File: config.mk
export PLATFORM = sky130hd
export DESIGN_NAME = rsf_regs
export DESIGN_NICKNAME = d
export VERILOG_FILES = /design/src/rtl/rsf_pkg.sv /design/src/rtl/rsf_regs.sv
export VERILOG_INCLUDE_DIRS = /design/src /design/src/rtl
export SDC_FILE = /design/constraint.sdc
export NUM_CORES = 1
export LEC_CHECK = 0
export BUFFER_PORTS_ARGS = -buffer_cell sky130_fd_sc_hd__buf_2
export CAP_MARGIN = 20
export CORE_ASPECT_RATIO = 1.5
export CORE_MARGIN = 2
export CORE_UTILIZATION = 48
export CTS_BUF_LIST = sky130_fd_sc_hd__clkbuf_2 sky130_fd_sc_hd__clkbuf_4 sky130_fd_sc_hd__clkbuf_8
export DETAILED_ROUTE_END_ITERATION = 8
export PLACE_DENSITY = 0.85
export RECOVER_POWER = 100
export SKIP_LAST_GASP = 1
export SYNTH_ARGS = -nofsm -noshare
export SYNTH_HDL_FRONTEND = slang
export SYNTH_SLANG_ARGS = --single-unit
File: constraint.sdc
create_clock -name pclk -period 3.87 [get_ports pclk]
set_clock_uncertainty 0.15 [all_clocks]
set_input_delay 0.387 -clock pclk [delete_from_list [all_inputs] [get_ports pclk]]
set_output_delay 0.387 -clock pclk [all_outputs]
set_load 0.01 [all_outputs]
File: src/rtl/rsf_consts.svh
// Offsets, field positions, reset values and limits of the service and flag registers.
// Assumes inclusion by the register block only.
`ifndef RSF_CONSTS_SVH
`define RSF_CONSTS_SVH

// ----------------------------------------------------------------------
// Register indices (byte address is four times the index)
// ----------------------------------------------------------------------
`define RSF_IDX_CAL        8'h3b
`define RSF_IDX_TEMP       8'h3c
`define RSF_IDX_BAT        8'h3d
`define RSF_IDX_FLAGS1     8'h3e
`define RSF_IDX_FLAGS2     8'h3f

// ----------------------------------------------------------------------
// Field positions
// ----------------------------------------------------------------------
`define RSF_CAL_AUTO_BIT     7
`define RSF_CAL_START_BIT    6
`define RSF_CAL_RUN_BIT      5
`define RSF_CAL_DRIFT_BIT    3
`define RSF_CAL_LIMIT_HI     2
`define RSF_CAL_LIMIT_LO     1
`define RSF_CAL_MONOFF_BIT   0
`define RSF_BAT_EN_BIT       3
`define RSF_BAT_SEL_HI       2
`define RSF_BAT_SEL_LO       0
`define RSF_F1_MODE_BIT      7
`define RSF_F1_RX_BIT        6
`define RSF_F1_TX_BIT        5
`define RSF_F1_LOCK_BIT      4
`define RSF_F1_RSSI_BIT      3
`define RSF_F1_TMO_BIT       2
`define RSF_F1_PRE_BIT       1
`define RSF_F1_SYNC_BIT      0
`define RSF_F2_FULL_BIT      7
`define RSF_F2_EMPTY_BIT     6
`define RSF_F2_LEVEL_BIT     5
`define RSF_F2_OVR_BIT       4
`define RSF_F2_SENT_BIT      3
`define RSF_F2_READY_BIT     2
`define RSF_F2_CHECK_BIT     1
`define RSF_F2_SUPPLY_BIT    0

// ----------------------------------------------------------------------
// Reset values and limits
// ----------------------------------------------------------------------
`define RSF_RST_LIMIT      2'h1
`define RSF_RST_BAT_SEL    3'h2
`define RSF_BUF_FULL_CNT   7'h42
`define RSF_DRIFT_5        8'h05
`define RSF_DRIFT_10       8'h0a
`define RSF_DRIFT_15       8'h0f
`define RSF_DRIFT_20       8'h14

`endif

File: src/rtl/rsf_pkg.sv
// Types shared by the service and flag register block.
// Assumes the radio core supplies its status as one packed struct.
package rsf_pkg;

  typedef enum logic [2:0] {
    RSF_SLEEP,
    RSF_STANDBY,
    RSF_FS,
    RSF_RX,
    RSF_TX
  } rsf_mode_t;

  typedef struct packed {
    rsf_mode_t   mode;
    logic        packet_mode;
    logic        mode_reached;
    logic        rx_settled;
    logic        tx_ramped;
    logic        pll_locked;
    logic        rssi_above;
    logic        timeout_hit;
    logic        preamble_seen;
    logic        sync_seen;
    logic        frame_done_tx;
    logic        payload_done;
    logic        check_pass;
    logic        overrun_hit;
    logic        supply_below;
    logic        cal_done;
    logic        temp_valid;
    logic [7:0]  temp_sample;
    logic [6:0]  buffer_count;
    logic [5:0]  buffer_level_limit;
  } rsf_radio_t;

  typedef struct packed {
    logic        cal_start;
    logic        auto_rx_cal_enable;
    logic        auto_cal_request;
    logic        thermal_monitor_active;
    logic        supply_detector_enable;
    logic [2:0]  supply_threshold_select;
    logic        buffer_flush;
  } rsf_ctrl_t;

endpackage : rsf_pkg

File: src/rtl/rsf_regs.sv
// Service and interrupt-flag registers, reached over APB.
// Assumes radio status inputs are synchronous to pclk; event inputs are one-cycle pulses.
`timescale 1ns/1ns
`default_nettype none
`include "rsf_consts.svh"

module rsf_regs (
  input  wire logic               pclk,
  input  wire logic               presetn,
  input  wire logic               psel,
  input  wire logic               penable,
  input  wire logic               pwrite,
  input  wire logic [7:0]         paddr,
  input  wire logic [31:0]        pwdata,
  input  wire logic [3:0]         pstrb,
  output var  logic [31:0]        prdata,
  output var  logic               pready,
  output var  logic               pslverr,
  input  wire rsf_pkg::rsf_radio_t radio_i,
  output var  rsf_pkg::rsf_ctrl_t  ctrl_o
);

  // ----------------------------------------------------------------------
  // Helpers
  // ----------------------------------------------------------------------
  function automatic logic [7:0] rsf_addr(input logic [7:0] idx);
    rsf_addr = {idx[5:0], 2'b00};
  endfunction : rsf_addr

  // Set wins over clear so an event in the clearing cycle survives
  function automatic logic rsf_flag(input logic cur, input logic set, input logic clr);
    rsf_flag = set | (cur & ~clr);
  endfunction : rsf_flag

  function automatic logic [7:0] rsf_limit(input logic [1:0] code);
    unique case (code)
      2'h0:    rsf_limit = `RSF_DRIFT_5;
      2'h1:    rsf_limit = `RSF_DRIFT_10;
      2'h2:    rsf_limit = `RSF_DRIFT_15;
      default: rsf_limit = `RSF_DRIFT_20;
    endcase
  endfunction : rsf_limit

  function automatic logic [7:0] rsf_absdiff(input logic [7:0] a, input logic [7:0] b);
    rsf_absdiff = (a > b) ? 8'(a - b) : 8'(b - a);
  endfunction : rsf_absdiff

  // ----------------------------------------------------------------------
  // Registers
  // ----------------------------------------------------------------------
  logic               pready_ff;
  logic [31:0]        prdata_ff;
  logic               pslverr_ff;
  rsf_pkg::rsf_ctrl_t ctrl_ff;
  rsf_pkg::rsf_mode_t mode_prev_ff;
  logic               empty_prev_ff;

  logic        auto_en_ff;
  logic        cal_run_ff;
  logic        drift_ff;
  logic [1:0]  limit_ff;
  logic        mon_off_ff;
  logic [7:0]  temp_ff;
  logic [7:0]  former_ff;
  logic        bat_en_ff;
  logic [2:0]  bat_sel_ff;

  logic        mode_rdy_ff;
  logic        rx_rdy_ff;
  logic        tx_rdy_ff;
  logic        lock_ff;
  logic        rssi_ff;
  logic        tmo_ff;
  logic        pre_ff;
  logic        sync_ff;
  logic        full_ff;
  logic        empty_ff;
  logic        level_ff;
  logic        ovr_ff;
  logic        sent_ff;
  logic        ready_ff;
  logic        check_ff;
  logic        supply_ff;

  // ----------------------------------------------------------------------
  // Bus decode
  // ----------------------------------------------------------------------
  logic        wr;
  logic [7:0]  wb;
  logic        hit_cal;
  logic        hit_temp;
  logic        hit_bat;
  logic        hit_f1;
  logic        hit_f2;
  logic        hit;
  logic        wr_cal;
  logic        wr_bat;
  logic        wr_f1;
  logic        wr_f2;

  assign wr       = psel & penable & pwrite & pready_ff & pstrb[0];
  assign wb       = pwdata[7:0];
  assign hit_cal  = (paddr == rsf_addr(`RSF_IDX_CAL));
  assign hit_temp = (paddr == rsf_addr(`RSF_IDX_TEMP));
  assign hit_bat  = (paddr == rsf_addr(`RSF_IDX_BAT));
  assign hit_f1   = (paddr == rsf_addr(`RSF_IDX_FLAGS1));
  assign hit_f2   = (paddr == rsf_addr(`RSF_IDX_FLAGS2));
  assign hit      = hit_cal | hit_temp | hit_bat | hit_f1 | hit_f2;
  assign wr_cal   = wr & hit_cal;
  assign wr_bat   = wr & hit_bat;
  assign wr_f1    = wr & hit_f1;
  assign wr_f2    = wr & hit_f2;

  // ----------------------------------------------------------------------
  // Radio status decode
  // ----------------------------------------------------------------------
  logic       in_rx;
  logic       in_tx;
  logic       leave_rx;
  logic       leave_tx;
  logic       mode_chg;
  logic       buf_empty;
  logic       emptied;
  logic       mon_active;
  logic       drift_hit;
  logic       ovr_clr;

  assign in_rx      = (radio_i.mode == rsf_pkg::RSF_RX);
  assign in_tx      = (radio_i.mode == rsf_pkg::RSF_TX);
  assign mode_chg   = (radio_i.mode != mode_prev_ff);
  assign leave_rx   = (mode_prev_ff == rsf_pkg::RSF_RX) & ~in_rx;
  assign leave_tx   = (mode_prev_ff == rsf_pkg::RSF_TX) & ~in_tx;
  assign buf_empty  = (radio_i.buffer_count == 7'h00);
  assign emptied    = buf_empty & ~empty_prev_ff;
  // Monitoring is idle in Sleep and Standby to save current
  assign mon_active = ~mon_off_ff & (radio_i.mode != rsf_pkg::RSF_SLEEP)
                      & (radio_i.mode != rsf_pkg::RSF_STANDBY);
  assign drift_hit  = mon_active
                      & (rsf_absdiff(temp_ff, former_ff) > rsf_limit(limit_ff));
  assign ovr_clr    = wr_f2 & wb[`RSF_F2_OVR_BIT];

  always_ff @(posedge pclk or negedge presetn) begin
    if (!presetn) begin
      mode_prev_ff  <= rsf_pkg::RSF_SLEEP;
      empty_prev_ff <= 1'b1;
    end else begin
      mode_prev_ff  <= radio_i.mode;
      empty_prev_ff <= buf_empty;
    end
  end

  // ----------------------------------------------------------------------
  // Calibration and temperature
  // ----------------------------------------------------------------------
  always_ff @(posedge pclk or negedge presetn) begin
    if (!presetn) begin
      auto_en_ff <= 1'b0;
      limit_ff   <= `RSF_RST_LIMIT;
      mon_off_ff <= 1'b0;
    end else if (wr_cal) begin
      auto_en_ff <= wb[`RSF_CAL_AUTO_BIT];
      limit_ff   <= wb[`RSF_CAL_LIMIT_HI:`RSF_CAL_LIMIT_LO];
      mon_off_ff <= wb[`RSF_CAL_MONOFF_BIT];
    end
  end

  logic cal_go;
  assign cal_go = wr_cal & wb[`RSF_CAL_START_BIT] & (radio_i.mode == rsf_pkg::RSF_STANDBY);

  always_ff @(posedge pclk or negedge presetn) begin
    if (!presetn) begin
      cal_run_ff <= 1'b0;
    end else begin
      cal_run_ff <= rsf_flag(cal_run_ff, cal_go, radio_i.cal_done);
    end
  end

  // A drift seen just as calibration ends is kept; former value then resets the distance
  always_ff @(posedge pclk or negedge presetn) begin
    if (!presetn) begin
      temp_ff   <= 8'h00;
      former_ff <= 8'h00;
      drift_ff  <= 1'b0;
    end else begin
      if (radio_i.temp_valid && mon_active) begin
        temp_ff <= radio_i.temp_sample;
      end
      if (radio_i.cal_done) begin
        former_ff <= temp_ff;
      end
      drift_ff <= rsf_flag(drift_ff, drift_hit, radio_i.cal_done);
    end
  end

  // ----------------------------------------------------------------------
  // Battery monitor control
  // ----------------------------------------------------------------------
  always_ff @(posedge pclk or negedge presetn) begin
    if (!presetn) begin
      bat_en_ff  <= 1'b0;
      bat_sel_ff <= `RSF_RST_BAT_SEL;
    end else if (wr_bat) begin
      bat_en_ff  <= wb[`RSF_BAT_EN_BIT];
      bat_sel_ff <= wb[`RSF_BAT_SEL_HI:`RSF_BAT_SEL_LO];
    end
  end

  // ----------------------------------------------------------------------
  // Radio state flags
  // ----------------------------------------------------------------------
  always_ff @(posedge pclk or negedge presetn) begin
    if (!presetn) begin
      mode_rdy_ff <= 1'b0;
      rx_rdy_ff   <= 1'b0;
      tx_rdy_ff   <= 1'b0;
      lock_ff     <= 1'b0;
      rssi_ff     <= 1'b0;
      tmo_ff      <= 1'b0;
      pre_ff      <= 1'b0;
      sync_ff     <= 1'b0;
    end else begin
      mode_rdy_ff <= rsf_flag(mode_rdy_ff, radio_i.mode_reached, mode_chg);
      rx_rdy_ff   <= rsf_flag(rx_rdy_ff, radio_i.rx_settled & in_rx, ~in_rx);
      tx_rdy_ff   <= rsf_flag(tx_rdy_ff, radio_i.tx_ramped & in_tx, ~in_tx);
      lock_ff     <= radio_i.pll_locked & (radio_i.mode == rsf_pkg::RSF_FS | in_rx | in_tx);
      rssi_ff     <= rsf_flag(rssi_ff, radio_i.rssi_above & in_rx,
                              leave_rx | (wr_f1 & wb[`RSF_F1_RSSI_BIT]));
      tmo_ff      <= rsf_flag(tmo_ff, radio_i.timeout_hit, leave_rx | emptied);
      pre_ff      <= rsf_flag(pre_ff, radio_i.preamble_seen,
                              wr_f1 & wb[`RSF_F1_PRE_BIT]);
      sync_ff     <= rsf_flag(sync_ff, radio_i.sync_seen,
                              leave_rx | emptied
                              | (wr_f1 & wb[`RSF_F1_SYNC_BIT] & ~radio_i.packet_mode));
    end
  end

  // ----------------------------------------------------------------------
  // Buffer and packet flags
  // ----------------------------------------------------------------------
  always_ff @(posedge pclk or negedge presetn) begin
    if (!presetn) begin
      full_ff   <= 1'b0;
      empty_ff  <= 1'b1;
      level_ff  <= 1'b0;
      ovr_ff    <= 1'b0;
      sent_ff   <= 1'b0;
      ready_ff  <= 1'b0;
      check_ff  <= 1'b0;
      supply_ff <= 1'b0;
    end else begin
      full_ff   <= (radio_i.buffer_count == `RSF_BUF_FULL_CNT);
      empty_ff  <= buf_empty;
      level_ff  <= (radio_i.buffer_count > {1'b0, radio_i.buffer_level_limit});
      ovr_ff    <= rsf_flag(ovr_ff, radio_i.overrun_hit & (radio_i.mode != rsf_pkg::RSF_SLEEP),
                            ovr_clr);
      sent_ff   <= rsf_flag(sent_ff, radio_i.frame_done_tx & in_tx, leave_tx);
      ready_ff  <= rsf_flag(ready_ff, radio_i.payload_done & in_rx, emptied);
      check_ff  <= rsf_flag(check_ff, radio_i.check_pass & in_rx, emptied);
      supply_ff <= rsf_flag(supply_ff, radio_i.supply_below & bat_en_ff,
                            wr_f2 & wb[`RSF_F2_SUPPLY_BIT]);
    end
  end

  // ----------------------------------------------------------------------
  // Control outputs to the radio core
  // ----------------------------------------------------------------------
  always_ff @(posedge pclk or negedge presetn) begin
    if (!presetn) begin
      ctrl_ff <= '0;
      ctrl_ff.supply_threshold_select <= `RSF_RST_BAT_SEL;
    end else begin
      ctrl_ff.cal_start               <= cal_go;
      ctrl_ff.auto_rx_cal_enable      <= auto_en_ff;
      ctrl_ff.auto_cal_request        <= auto_en_ff & drift_hit & ~drift_ff;
      ctrl_ff.thermal_monitor_active  <= mon_active;
      ctrl_ff.supply_detector_enable  <= bat_en_ff;
      ctrl_ff.supply_threshold_select <= bat_sel_ff;
      ctrl_ff.buffer_flush            <= ovr_clr;
    end
  end

  // ----------------------------------------------------------------------
  // Read path: one wait state keeps every bus output on a flop
  // ----------------------------------------------------------------------
  logic [7:0] rd_byte;

  always_comb begin
    rd_byte = 8'h00;
    if (hit_cal) begin
      rd_byte[`RSF_CAL_AUTO_BIT]                   = auto_en_ff;
      rd_byte[`RSF_CAL_RUN_BIT]                    = cal_run_ff;
      rd_byte[`RSF_CAL_DRIFT_BIT]                  = drift_ff;
      rd_byte[`RSF_CAL_LIMIT_HI:`RSF_CAL_LIMIT_LO] = limit_ff;
      rd_byte[`RSF_CAL_MONOFF_BIT]                 = mon_off_ff;
    end else if (hit_temp) begin
      rd_byte = temp_ff;
    end else if (hit_bat) begin
      rd_byte[`RSF_BAT_EN_BIT]                 = bat_en_ff;
      rd_byte[`RSF_BAT_SEL_HI:`RSF_BAT_SEL_LO] = bat_sel_ff;
    end else if (hit_f1) begin
      rd_byte = {mode_rdy_ff, rx_rdy_ff, tx_rdy_ff, lock_ff,
                 rssi_ff, tmo_ff, pre_ff, sync_ff};
    end else if (hit_f2) begin
      rd_byte = {full_ff, empty_ff, level_ff, ovr_ff,
                 sent_ff, ready_ff, check_ff, supply_ff};
    end
  end

  always_ff @(posedge pclk or negedge presetn) begin
    if (!presetn) begin
      pready_ff  <= 1'b0;
      prdata_ff  <= 32'h0000_0000;
      pslverr_ff <= 1'b0;
    end else if (psel && penable && !pready_ff) begin
      pready_ff  <= 1'b1;
      prdata_ff  <= pwrite ? 32'h0000_0000 : {24'h00_0000, rd_byte};
      pslverr_ff <= ~hit;
    end else begin
      pready_ff  <= 1'b0;
      prdata_ff  <= 32'h0000_0000;
      pslverr_ff <= 1'b0;
    end
  end

  assign prdata  = prdata_ff;
  assign pready  = pready_ff;
  assign pslverr = pslverr_ff;
  assign ctrl_o  = ctrl_ff;

endmodule : rsf_regs

`default_nettype wire

==> impl_results.md, run 1 <==
* Flop-to-flop setup slack at 210 ps
* Total power at 2.058 mW
* First-pass GRT wire length at 15390 um
* Minimum clock period at 3661 ps
* Fin. max-slew vios at 30
* Inserted Clock Buffers at 9
* Ant diodes at 0
* Synth area leader: dfrtp_1
* Via Count at 3112
* Post-Route Utilization at 56.90%
* Post-route ant nets at 0
* Clock root cell: clkbuf_8
* Failing checks: max-capacitance violations, max-slew violations
* Nature of the critical path endpoint: flop
* Final setup TNS at 0 ps
* Max-Slew Margin vs Limit at -6.407%
* DIE AREA at 0.008790 sq mm
* Cell Rows at 40
* Hold path start: radio_i[12]
* Total global-route track usage at 22.85%
* IO Count at 132
* Core footprint at 0.007908 sq mm
* Max-cap check violation count at 1
* Clk Latency, worst-skew pair at 360 ps
* Final nets at 596
* F_max at 0.2732 GHz
* DR DRC count at 0
* CP Class: reg -> reg
* Leakage Power at 2.159 nW
* Sink Count at 64
* Worst Path Arrival at 3740 ps
* IO buf count at 79
* GP Congestion at 0.9161
* H-tree level count at 3
* Worst-Margin Slew at 1596 ps
* Seq/Total Area, Yosys at 41.62%
* Setup violations, final at 0
* Synthesized instance count at 387
* Final non-filler cell total at 585
* FILL cells at 728
* Detailed Place HPWL at 7496 um
* Post-Syn Area at 0.003860 sq mm
* Synth warn at 0
* Critical R2R Capture: drift_ff$_DFF_PN0_
* Register bit count reported by yosys at 64
* Reg area at 0.001607 sq mm
* GR Overflow Total at 0
* Vias per Instance at 5.320
* First DRT Iteration DRCs at 145
* Hold Vio Cnt, Final at 0
* Pwr dens at 457.4 mW/mm^2
* Die width at 77.22 um
* Total Wirelength at 9486 um
* Worst reg-to-reg path cell count at 13
* Status: complete, but fails checks
* Synthesis-to-layout area growth at 16.56%
* Multi-input gate area at 0.001993 sq mm
* Hold Crit Class: in -> reg
* Pin count of the biggest net entering global routing at 37
* Hold Path Sink: empty_ff$_DFF_PN1_
* Crit path max fanout at 7
* Period utilisation layout at 94.59%
* Syn Area/Cell at 9.974 sq um
* Placed cells at 566
* R2r startpoint: temp_ff[6]$_DFFE_PN0P_
* First-pass DRT Iterations at 4
* Synth async-reset ratio at 100.0%
* DR WL/cell at 16.22 um
* RSZ-0062 raised after global routing: false
* Worst Setup SP: temp_ff[6]$_DFFE_PN0P_
* Main flop type after synthesis: dfrtp_1
* VDD IR max at 0.0002148 V
* Initial core utilization at 48.81%
* Worst Hold Path Cells at 2
* Highest-count cells in the layout ignoring fill and taps: dfrtp_1, buf_2, nor2_1
* Netlist cell types at 60
* Layout cell share with drive strength beyond 1 at 22.50%
* Clock transition at path regs at 70 ps
* Required @ worst endpoint at 3950 ps
* Post-Place Setup Slack at 158.9 ps
* CTS tree: yes
* Post-synth EDFFs at 0
* CTS Buffer Depth at 2
* Final WS setup at 209.2 ps
* Synth top area cells: dfrtp_1, ha_1, buf_4
* Commonest non-fill, non-tap cell in the layout: dfrtp_1
* Top-area cell type share of the netlist area at 38.90%
* Vias in the first global route at 3329
* Critical Path Start Type: flop
* Die span in y at 113.8 um
* Antenna violations before repair at 0
## area by class of cell
class                   instances  area share, %
clock buffers                  11          3.087
clock inverters                 5          1.808
inverters                      32          2.670
multi-input cells             280          44.30
flip-flops and latches         64          35.71
well taps                     105          2.920
repair buffers                 88          9.511
## registers in the layout, indices dropped and copies added (netlist names), 2 cells and up
signal / count
ctrl_o: 9
former_ff: 8
prdata: 8
temp_ff: 8
bat_sel_ff: 3
mode_prev_ff: 3
limit_ff: 2
## per-layer routing
layer	vias to the layer above	part of all wire [%]	GRT usage, %
met5	-	0	0
met4	0	4.9	16.31
met3	35	5.2	4.747
met2	130	54	41.62
met1	1474	36	22.80
li1	1473	-	-
## cells in the mapped netlist, types with 2 or more instances
cell type	instances
nor2b_1	3
fa_1	2
a22o_1	3
a31oi_1	2
buf_2	4
a21o_1	8
nand2_1	29
xnor2_1	8
a211oi_1	4
o21ai_0	22
dfstp_2	4
o2111ai_1	2
nand4_1	2
buf_4	26
o21a_1	6
o31ai_1	3
inv_1	32
a211o_1	2
nor3_1	6
o32a_1	4
nand3_1	4
ha_1	30
and2_1	2
dfrtp_1	60
mux2i_1	9
nand2b_1	6
a21oi_1	17
nor2_1	36
and3_1	2
nor3b_1	2
clkbuf_1	2
mux2_2	17
## report_power, final
| group | internal, mW | total (mW) | switching [mW] | leakage [nW] |
|---|---|---|---|---|
| clock network | 0.378 | 0.640 | 0.262 | 0.111 |
| logic | 0.289 | 0.675 | 0.385 | 1.26 |
| registers | 0.709 | 0.743 | 0.0340 | 0.793 |
| total | 1.38 | 2.06 | 0.682 | 2.16 |
## worst max-delay path by stage
| stage | end | depth (start not counted) |
|---|---|---|
| global route | drift_ff$_DFF_PN0_ | 15 |
| CTS | drift_ff$_DFF_PN0_ | 16 |
| finish | drift_ff$_DFF_PN0_ | 13 |
| global placement | drift_ff$_DFF_PN0_ | 16 |
| floorplan | drift_ff$_DFF_PN0_ | 16 |
| detailed placement | drift_ff$_DFF_PN0_ | 16 |
## per-stage QoR
step	hold slack, ps	instance area, sq um
final	28.33	4499
after global routing	46.48	4499
after CTS	24.39	4511
after detailed placement	218.2	4280
after global placement	217.1	4280
after floorplan	-58.59	3946
## what timing repair did
item | 4_1_cts | 5_1_grt
setup endpoints to repair | 0 | 2
hold buffers | 1 | 0
setup buffers | 0 | 2
gates resized for setup | 0 | 3
endpoints found under the hold margin | 26 | 0
## worst max-delay path: stages (launching register included)
cell and delay [ps]:
dfrtp_1 430, inv_1 70, ha_1 420, and3_1 260, o2111ai_2 150, a21oi_4 330, mux2_2 390, ha_1 290
nor2b_1 130, o211ai_1 210, a21o_1 190, nand2_1 90, nor4_4 300, o2bb2ai_1 110
## logic make-up after synthesis
logic type,count (synthesis),share of synthesized area [%]
AOI/OAI and AO/OA,87,15.79
xor gates and xnor gates,9,2.042
adders and majority gates,32,10.76
buffers and inverters,66,9.271
DFF,64,41.62
muxes,26,7.293
other,1,0.09715
and+or+nand+nor,102,13.13
(Power assumes the default switching activity.)
==> inputs of run 2 (changes only) <==
Settings changed: REMOVE_ABC_BUFFERS set to 1.
==> run 2 against run 1 <==
  * The run still ends with max-capacitance violations, max-slew violations left
  * Highest routed layer unchanged
  * Worst setup slack gained 58 ps
  * Sequential power hardly changed
  * Cell area down 0.53%
  * Fmax is 1.6% higher
  * Combinational power decreased by 7.9%
  * Core utilization down 0.30 points
  * Non-clock buffer count fell by 3
  * Register-to-register slack better by 60 ps
  * Hold slack better by 26 ps
  * Total power fell by 1.9%
==> impl_results.md, run 2 (same netlist as run 1, synthesis figures left out) <==
* Antenna violations before repair at 0 (unchanged)
* Total global-route track usage at 21.28% (-1.6 points)
* Highest-count cells in the layout ignoring fill and taps: dfrtp_1, buf_2, nor2_1
* Die width at 77.22 um (unchanged)
* CTS tree: yes
* Clock Power Share at 32.3% (+1.2 points)
* Flop-to-flop setup slack at 270 ps (+60 ps)
* Cell Rows at 40 (unchanged)
* GP Congestion at 0.9696 (+5.8%)
* Worst Path Arrival at 3670 ps (-70 ps)
* DR WL/cell at 15.33 um (-5.5%)
* IO Count at 132 (unchanged)
* H-tree level count at 3 (unchanged)
* Worst-Margin Slew at 1724 ps (+127.7 ps)
* DIE AREA at 0.008790 sq mm (unchanged)
* Die span in y at 113.8 um (unchanged)
* Max-Slew Margin vs Limit at -14.92% (-8.5 points)
* Hold path start: radio_i[12]
* Ant diodes at 0 (unchanged)
* Clock transition at path regs at 70 ps (about the same)
* Worst Hold Path Cells at 2 (unchanged)
* VDD IR max at 0.0002961 V (+38%)
* Critical R2R Capture: drift_ff$_DFF_PN0_
* Critical Path Start Type: flop
* Layout cell share with drive strength beyond 1 at 21.38% (-1.1 points)
* First-pass GRT wire length at 14610 um (-5.1%)
* Final setup TNS at 0 ps (unchanged)
* CTS Buffer Depth at 2 (unchanged)
* Failing checks: max-capacitance violations, max-slew violations
* Status: complete, but fails checks
* Clk Latency, worst-skew pair at 340 ps (-20 ps)
* Total Wirelength at 8920 um (-6.0%)
* First-pass DRT Iterations at 5 (+1)
* Seq pwr share at 36.9% (+0.8 points)
* Core footprint at 0.007908 sq mm (unchanged)
* Hold Vio Cnt, Final at 0 (unchanged)
* Synthesis-to-layout area growth at 15.95%
* Vias in the first global route at 3212 (-3.5%)
* Pin count of the biggest net entering global routing at 35 (-5.4%)
* Period utilisation layout at 93.09% (-1.5 points)
* CP Class: reg -> reg
* Detailed Place HPWL at 7145 um (-4.7%)
* IO buf count at 79 (unchanged)
* Placed Area at 0.004265 sq mm (-0.35%)
* Hold Crit Class: in -> reg
* Flip-flop count of the largest register after layout at 9 (unchanged)
* Commonest non-fill, non-tap cell in the layout: dfrtp_1
* Design Area, Final at 0.004476 sq mm (-0.53%)
* Fin. max-slew vios at 35 (+17%)
* RSZ-0062 raised after global routing: false
* Hold Path Sink: empty_ff$_DFF_PN1_
* Required @ worst endpoint at 3940 ps (about the same)
* DR DRC count at 0 (unchanged)
* Nature of the critical path endpoint: flop
* Inserted Clock Buffers at 9 (unchanged)
* Setup violations, final at 0 (unchanged)
* Pwr dens at 450.9 mW/mm^2 (-1.4%)
* Clock root cell: clkbuf_8
* Sink Count at 64 (unchanged)
* Initial core utilization at 48.81% (unchanged)
* Post-route ant nets at 0 (unchanged)
* Final nets at 593 (-0.50%)
* First DRT Iteration DRCs at 218 (+50%)
* F_max at 0.2776 GHz (+1.6%)
* Max-cap check violation count at 1 (unchanged)
* Worst reg-to-reg path cell count at 15 (+2)
* Crit path max fanout at 6 (-1)
* Vias per Instance at 5.306 (-0.26%)
* Total power at 2.018 mW (-1.9%)
* Switch Pwr at 0.6428 mW (-5.7%)
* Minimum clock period at 3603 ps (-58.19 ps)
* Via Count at 3088 (-0.77%)
* Comb power frac at 30.8% (-2.0 points)
* Sw frac at 31.86% (-1.3 points)
* R2r startpoint: temp_ff[0]$_DFFE_PN0P_
* Internal power at 1.375 mW (about the same)
* GR Overflow Total at 0 (unchanged)
* Leakage Power at 2.149 nW (-0.49%)
run 2: cell count changes in the layout (fill, tap and decap cells not counted):
cell	delta
buf_2	-1
inv_6	-1
a211oi_1	+2
clkbuf_1	+1
a211oi_2	-2
clkinv_2	+1
buf_4	-3
clkbuf_8	+2
clkinvlp_4	-1
clkinv_4	+1
clkbuf_4	-2
run 2: layout make-up:
class,count,area [sq um]
repair buffers,85,404.1
well taps,105,131.4
fillers,730,3432
flip-flops and latches,64,1607
clock inverters,5,78.83
inverters,32,120.1
clock buffers,11,151.4
multi-input cells,280,1983
run 2: what timing repair did:
item	4_1_cts	5_1_grt
resized for setup	0	1
setup endpoints to repair	0	2
setup buffers	0	1
hold endpoints to repair	29	0
hold buffers	1	0
run 2: how the worst max path moves through the flow:
stage                           startpoint            endpoint  slack, ps  depth (start not counted)
global route        temp_ff[0]$_DFFE_PN0P_  drift_ff$_DFF_PN0_          6                         16
CTS                 temp_ff[0]$_DFFE_PN0P_  drift_ff$_DFF_PN0_        180                         15
finish              temp_ff[0]$_DFFE_PN0P_  drift_ff$_DFF_PN0_        270                         15
floorplan           temp_ff[0]$_DFFE_PN0P_  drift_ff$_DFF_PN0_        520                         16
detailed placement  temp_ff[0]$_DFFE_PN0P_  drift_ff$_DFF_PN0_        220                         15
global placement    temp_ff[0]$_DFFE_PN0P_  drift_ff$_DFF_PN0_        260                         16
run 2: power groups by stage:
| stage | clock network (mW) | logic (mW) | registers, mW |
|---|---|---|---|
| 6_report | 0.651 | 0.622 | 0.745 |
| 5_1_grt | 0.685 | 0.693 | 0.750 |
| 4_1_cts | 0.658 | 0.616 | 0.745 |
| 3_5_place_dp | 0 | 0.610 | 0.756 |
| 3_3_place_gp | 0 | 0.597 | 0.754 |
| 2_1_floorplan | 0 | 0.441 | 0.747 |
run 2: metrics by stage:
step / instances / util (%) / setup WS (ps) / hold slack (ps)
after detailed placement: 564 / 53.94 / 216.9 / 225.0
after global placement: 564 / 53.94 / 261.3 / 222.1
after CTS: 581 / 56.98 / 178.8 / 44.73
final: 582 / 56.60 / 267.4 / 54.20
after floorplan: 376 / - / 517.6 / -58.59
after global routing: 582 / 56.60 / 6.131 / 59.51
run 2: critical path: stages (launching register included):
cell	delay, ps
dfrtp_1	420
inv_1	80
ha_1	170
inv_1	60
fa_1	400
a211o_1	350
o2111ai_2	130
a21oi_4	120
mux2_2	300
ha_1	290
nor2b_1	140
o211ai_1	180
a21o_1	170
nand2_1	90
nor4_4	300
o2bb2ai_1	120
run 2: layer usage:
layer | part of all wire [%] | track usage [%] | up-vias
met4 | 4.4 | 12.74 | 0
li1 | - | - | 1467
met2 | 53 | 39.19 | 138
met5 | 0 | 0 | -
met3 | 5.7 | 3.402 | 32
met1 | 37 | 22.57 | 1451
